==> config.mk <==
export PLATFORM = sky130hd
export DESIGN_NAME = rtcc_calendar_regs
export DESIGN_NICKNAME = d
export VERILOG_FILES = /design/src/core/rtcc_pkg.sv /design/src/core/rtcc_calendar_regs.sv
export SDC_FILE = /design/constraint.sdc
export NUM_CORES = 1
export LEC_CHECK = 0
export BUFFER_PORTS_ARGS = -buffer_cell sky130_fd_sc_hd__clkbuf_2
export CORE_MARGIN = 2
export CORE_UTILIZATION = 25
export CTS_CLUSTER_DIAMETER = 120
export CTS_CLUSTER_SIZE = 12
export DETAILED_ROUTE_END_ITERATION = 7
export GPL_ROUTABILITY_DRIVEN = 0
export SYNTH_ARGS = -nofsm -noshare
export SYNTH_HDL_FRONTEND = slang
export SYNTH_SLANG_ARGS = --single-unit
==> constraint.sdc <==
create_clock -name clock -period 5.7 [get_ports clock]
set_input_delay 0.855 -clock clock [delete_from_list [all_inputs] [get_ports clock]]
set_output_delay 0.855 -clock clock [all_outputs]
set_load 0.005 [all_outputs]
==> src/core/rtcc_pkg.sv <==
// Package for the calendar and alarm set-point register block
package rtcc_pkg;
    // ----------------------------------------
    // Register offsets on the I/O bus
    // ----------------------------------------
    localparam logic [7:0] RTCC_ADDR_CAL_PERIOD = 8'hE5;
    localparam logic [7:0] RTCC_ADDR_YEAR = 8'hE6;
    localparam logic [7:0] RTCC_ADDR_HUNDRED_YEAR = 8'hE7;
    localparam logic [7:0] RTCC_ADDR_ALARM_SECOND = 8'hE8;
    localparam logic [7:0] RTCC_ADDR_ALARM_MINUTE = 8'hE9;
    // ----------------------------------------
    // Field positions and count limits
    // ----------------------------------------
    localparam int RTCC_TENS_MSB = 7;
    localparam int RTCC_TENS_LSB = 4;
    localparam int RTCC_ONES_MSB = 3;
    localparam int RTCC_ONES_LSB = 0;
    localparam logic [7:0] RTCC_PERIOD_FIRST = 8'h01;
    localparam logic [7:0] RTCC_PERIOD_LAST = 8'h0C;
    localparam logic [7:0] RTCC_YEAR_LAST = 8'h63;
    localparam logic [7:0] RTCC_ZERO = 8'h00;
    localparam logic [7:0] RTCC_READ_IDLE = 8'h00;

    // Byte seen as two digit fields in BCD mode
    typedef struct packed {
        logic [3:0] tens_digit;
        logic [3:0] ones_digit;
    } rtcc_bcd_t;

    // Time and set-point state; none of it is reset, so read data lives apart
    typedef struct packed {
        logic [7:0] cal_period;
        logic [7:0] year;
        logic [7:0] hundred_year;
        logic [7:0] alarm_second;
        logic [7:0] alarm_minute;
    } rtcc_state_t;
endpackage

==> src/core/rtcc_calendar_regs.sv <==
// Upper calendar counters and alarm second and minute set points
`timescale 1ns/1ns
`default_nettype none
// ----------------------------------------
// ----------------------------------------
module rtcc_calendar_regs
    import rtcc_pkg::*;
(
    // Clock and reset
    input wire logic clock,
    input wire logic rst,
    // CPU I/O bus
    input wire logic [7:0] io_addr,
    input wire logic [7:0] io_wr_data,
    input wire logic io_wr,
    input wire logic io_rd,
    output logic [7:0] io_rd_data,
    // Control from the rest of the clock
    input wire logic bcd_mode,
    input wire logic clock_unlocked,
    input wire logic day_rollover,
    input wire logic alarm_second_en,
    input wire logic alarm_minute_en,
    input wire logic [7:0] current_second,
    input wire logic [7:0] current_minute,
    // Results
    output logic alarm_second_match,
    output logic alarm_minute_match,
    output logic [7:0] cal_period,
    output logic [7:0] year,
    output logic [7:0] hundred_year
);
    // ----------------------------------------
    // Helpers
    // ----------------------------------------
    // Advance a byte in either coding; bit 8 of the result is the carry out
    // Only the last value wraps, so an illegal value from the CPU walks on; in BCD a ones digit above 9 carries at once
    function automatic logic [8:0] rtcc_incr(input logic [7:0] v, input logic bcd,
                                            input logic [7:0] last, input logic [7:0] first);
        rtcc_bcd_t b;
        logic [7:0] n;
        b = v;
        n = 8'(v + 8'h01);
        // A full ones digit carries into the tens digit
        if (bcd && b.ones_digit >= 4'h9) begin
            n = {4'(b.tens_digit + 4'h1), 4'h0};
        end
        if (v == last) begin
            return {1'b1, first};
        end
        return {1'b0, n};
    endfunction

    // Binary limit converted to the BCD figure when decimal mode is on
    // Limits stay below 100, so two digits always suffice
    function automatic logic [7:0] rtcc_limit(input logic [7:0] bin, input logic bcd);
        logic [7:0] r;
        r = bin;
        if (bcd) begin
            r = {4'(bin / 8'd10), 4'(bin % 8'd10)};
        end
        return r;
    endfunction

    // A disabled set point counts as matching so it never blocks the alarm
    // Shared by the two set points
    function automatic logic rtcc_match(input logic en, input logic [7:0] now,
                                        input logic [7:0] point);
        return !en || (now == point);
    endfunction

    // ----------------------------------------
    // Declarations
    // ----------------------------------------
    // Registered state; the read register alone is reset
    rtcc_state_t s_q;
    rtcc_state_t s_d;
    logic [7:0] rd_q;
    logic [7:0] rd_d;

    // Count chain
    logic [7:0] period_last;
    logic [7:0] year_last;
    logic [8:0] per_inc;
    logic [8:0] yr_inc;
    logic [8:0] cen_inc;
    logic count_run;
    logic year_step;
    logic hundred_step;

    // Bus strobes
    logic wr_count;
    logic wr_alarm;

    // ----------------------------------------
    // Count chain
    // ----------------------------------------
    // Counting and CPU writes to the counts never meet: one needs the lock closed, the other open
    assign count_run = !clock_unlocked && day_rollover;
    assign year_step = count_run && per_inc[8];
    assign hundred_step = year_step && yr_inc[8];

    // Upper limits follow the coding in use; year and hundred-year share one
    assign period_last = rtcc_limit(RTCC_PERIOD_LAST, bcd_mode);
    assign year_last = rtcc_limit(RTCC_YEAR_LAST, bcd_mode);

    // The hundred-year count wraps after 99, as nothing stands above it
    assign per_inc = rtcc_incr(s_q.cal_period, bcd_mode, period_last, RTCC_PERIOD_FIRST);
    assign yr_inc = rtcc_incr(s_q.year, bcd_mode, year_last, RTCC_ZERO);
    assign cen_inc = rtcc_incr(s_q.hundred_year, bcd_mode, year_last, RTCC_ZERO);

    // ----------------------------------------
    // Bus decode
    // ----------------------------------------
    // A write to an unmapped address falls through both decodes and is lost
    assign wr_count = io_wr && clock_unlocked;
    assign wr_alarm = io_wr;

    // ----------------------------------------
    // Next state
    // ----------------------------------------
    always_comb begin
        s_d = s_q;
        rd_d = RTCC_READ_IDLE;

        // Month-end step
        if (count_run) begin
            s_d.cal_period = per_inc[7:0];
        end
        if (year_step) begin
            s_d.year = yr_inc[7:0];
        end
        if (hundred_step) begin
            s_d.hundred_year = cen_inc[7:0];
        end

        // Count registers only take CPU data while unlocked
        if (wr_count) begin
            unique case (io_addr)
                RTCC_ADDR_CAL_PERIOD: s_d.cal_period = io_wr_data;
                RTCC_ADDR_YEAR: s_d.year = io_wr_data;
                RTCC_ADDR_HUNDRED_YEAR: s_d.hundred_year = io_wr_data;
                default: ;
            endcase
        end

        // Set points ignore the lock
        if (wr_alarm) begin
            unique case (io_addr)
                RTCC_ADDR_ALARM_SECOND: s_d.alarm_second = io_wr_data;
                RTCC_ADDR_ALARM_MINUTE: s_d.alarm_minute = io_wr_data;
                default: ;
            endcase
        end

        // Idle and unmapped reads return zero
        if (io_rd) begin
            unique case (io_addr)
                RTCC_ADDR_CAL_PERIOD: rd_d = s_q.cal_period;
                RTCC_ADDR_YEAR: rd_d = s_q.year;
                RTCC_ADDR_HUNDRED_YEAR: rd_d = s_q.hundred_year;
                RTCC_ADDR_ALARM_SECOND: rd_d = s_q.alarm_second;
                RTCC_ADDR_ALARM_MINUTE: rd_d = s_q.alarm_minute;
                default: rd_d = RTCC_READ_IDLE;
            endcase
        end
    end

    // ----------------------------------------
    // Registers
    // ----------------------------------------
    // Asynchronous reset, so the bus sees idle read data at once
    // Read data is held one cycle, then falls back to zero
    always_ff @(posedge clock or posedge rst) begin
        if (rst) begin
            rd_q <= RTCC_READ_IDLE;
        end else begin
            rd_q <= rd_d;
        end
    end

    // No reset on purpose: a reset must not lose the calendar counts or the set points
    always_ff @(posedge clock) begin
        s_q <= s_d;
    end

    // ----------------------------------------
    // Alarm compare
    // ----------------------------------------
    // Matches are combinational; the current counts come from flops on this clock
    assign alarm_second_match = rtcc_match(alarm_second_en, current_second, s_q.alarm_second);
    assign alarm_minute_match = rtcc_match(alarm_minute_en, current_minute, s_q.alarm_minute);

    // ----------------------------------------
    // Outputs
    // ----------------------------------------
    // Counts leave straight from their flip-flops
    assign io_rd_data = rd_q;
    assign cal_period = s_q.cal_period;
    assign year = s_q.year;
    assign hundred_year = s_q.hundred_year;
endmodule
`default_nettype wire

==> run summary <==
LEAKAGE -> 0.00136 uW
Vias per inst -> 5.19
GRT Overall Usage -> 14.2%
Die ar. -> 13100 um^2
Die Span X -> 114 um
Actual slew at the worst max-slew pin -> 0.952 ns
N_diodes -> 0
Clk_lat worst skew -> 0.28 ns
ANT nets after route -> 0
Ys async rst share -> 16.7%
Core ar. -> 12000 um^2
DR vias -> 2789
Hold Buf Count CTS -> 0
Top Ports -> 75
CP most frequent cell -> or4_1
Syn-to-layout area delta -> 15.5%
TritonCTS Buffers -> 5
Fmax -> 295 MHz
Crit path max fanout -> 13
Clk slew on worst S/H paths -> 0.07 ns
Mapped Area -> 3040 um^2
CP arrival -> 3.59 ns
Crit path largest cell delay -> 0.63 ns
Synth warn -> 0
Max Slew Vio Count -> 0
Syn Area/Cell -> 8.84 um^2
Drc violations -> 6
TritonRoute pass-1 iters -> 8
Routed WL -> 9.22 mm
Core Rows -> 40
Multi-input logic area -> 1600 um^2
Crit Path Class -> in2reg
CTS root buf -> clkbuf_16
Largest net degree at the start of global routing -> 17
Clock Sinks -> 48
Final hold violations -> 0
Initial antenna violation count -> 0
Global route total overflow -> 0
DP HPWL -> 7.07 mm
Max-slew headroom -> 36.0%
Layout cells sized above 1 -> 22.6%
Dominant synthesized flop cell -> dfxtp_1
Sequential Area -> 1160 um^2
Post-Syn Nets -> 397
Total chip power -> 1020 uW
Worst-path cell chain -> clkbuf_2 -> or3b_1 -> or4_1 -> a211oi_2 -> nand2_1 -> or4_1 -> a31oi_1
Post-Synthesis Cells -> 344
Clock skew -> 0.00624 ns
Leading cell type in the layout, fill and taps excluded -> clkbuf_2
Synthesis-stage register bit count -> 48
Post-CTS Setup Inserts -> 0
Data required, critical path -> 5.90 ns
Post-synth EDFFs -> 16
Min Tclk post-route -> 3.39 ns
Pwr dens -> 291 nW/um^2
Worst min-delay path class -> in2async
Failing checks -> DRC
First-pass GRT wire length -> 14.5 mm
Post-synthesis sequential area ratio -> 38.2%
CTS max path bufs -> 2
RSZ-0062 raised after global routing -> no
Die Ht -> 114 um
Outcome -> finished, violations left
IO Port Bufs -> 74
Finish-stage setup viols -> 0
Placed Cells -> 529
Finished Layout Cells -> 537
Initial drt markers -> 345
Post-synth cell types -> 52
Commonest cells after routing, fill and taps aside -> 74 x clkbuf_2, 35 x nor2_1, 25 x a21oi_1
Crit end category -> register
Crit-path slowest cell -> a211oi_2
Initial Util -> 25.4%
Layout filler cell count -> 1237
Final net count -> 442
Max-cap violations -> 0
Drt wl/cell -> 17.2 um
Max H-tree Level -> 2
Peak supply drop -> 0.132 mV
CTS tree -> built
Vias in the first global route -> 2647
Worst Setup Start Kind -> input port
Crit share post-route -> 59.5%
Number of gates resized after CTS -> 0
TNS Setup -> 0 ns
state kept, by name, summed over array words and instances (netlist names):
register / cells
cal_period: 8
hundred_year: 8
year: 8
io_rd_data: 8
s_q: 16
cells in the mapped netlist, types with 3 or more instances:
library cell	instances	area [um^2]
nor2_1	35	131
a21oi_1	25	125
buf_4	24	180
dfxtp_1	24	480
nand2_1	24	90.1
o21ai_0	18	90.1
xnor2_1	18	158
edfxtp_1	16	480
a31oi_1	15	93.8
nand3_1	13	65.1
ha_1	12	150
a22oi_1	10	75.1
inv_1	9	33.8
nor3_1	9	45.0
clkbuf_1	8	30.0
dfrtp_1	8	200
nand4_1	8	50.1
a222oi_1	6	60.1
and3_1	5	31.3
nand4b_1	5	43.8
or4_1	5	37.5
buf_2	3	15.0
nor2b_1	3	18.8
or3_1	3	18.8
xor2_1	3	26.3
where the power goes:
part / switching [uW] / internal [uW] / total [uW]
combinational: 121 / 108 / 228
clock: 123 / 176 / 299
sequential: 97.9 / 395 / 493
cell families (layout without fill, tap and decap cells):
logic type	after synthesis	after routing	share of synthesized area, %
simple gates	123	123	21.3
buf+inv	46	92	9.05
xor+xnor	21	21	6.05
flops	48	48	38.2
fa+ha+maj	12	12	4.94
compound gates	93	93	20.1
mux	1	1	0.329
layer usage:
layer / GRT usage (%) / part of all wire (%)
met3: 4.39 / 8.8
met1: 18.1 / 43
met2: 23.6 / 48
met5: 0 / 0
met4: 2.93 / 0.87
stage by stage:
| stage | util (%) | worst slack (ns) | hold WS (ns) | cell area (um^2) |
|---|---|---|---|---|
| 2_1_floorplan | - | 2.92 | 0.495 | 3040 |
| 3_3_place_gp | 28.1 | 2.14 | 0.561 | 3360 |
| 3_5_place_dp | 28.1 | 2.07 | 0.553 | 3360 |
| 4_1_cts | 29.4 | 2.37 | 0.489 | 3510 |
| 5_1_grt | 29.4 | 2.08 | 0.509 | 3510 |
| 6_report | 29.4 | 2.31 | 0.483 | 3510 |
worst max-delay path, delay by kind of cell:
family	cells	cell delay [ns]
AND/OR/NAND/NOR	4	1.73
AO/OA/AOI/OAI	2	0.84
buffers and inverters	1	0.17
final timing paths:
path,startpoint,endpoint,slack [ns],cells after the start
setup / recovery,bcd_mode,hundred_year[6],2.31,7
hold / removal,rst,io_rd_data[0],0.48,2
setup reg to reg,year[1],hundred_year[6],2.58,6
hold reg to reg,cal_period[6],cal_period[6],0.56,2
max in group asynchronous,rst,io_rd_data[6],5.00,2
min in group clock,cal_period[6],cal_period[6],0.56,2
area by class of cell:
type | instances | share of cell area, %
Clock inverter | 1 | 0.249
Inverter | 9 | 0.962
Tap cell | 147 | 5.24
Sequential cell | 48 | 33.1
Timing Repair Buffer | 75 | 10.8
Multi-Input combinational cell | 250 | 45.7
Clock buffer | 7 | 4.06
(Power assumes the default switching activity.)
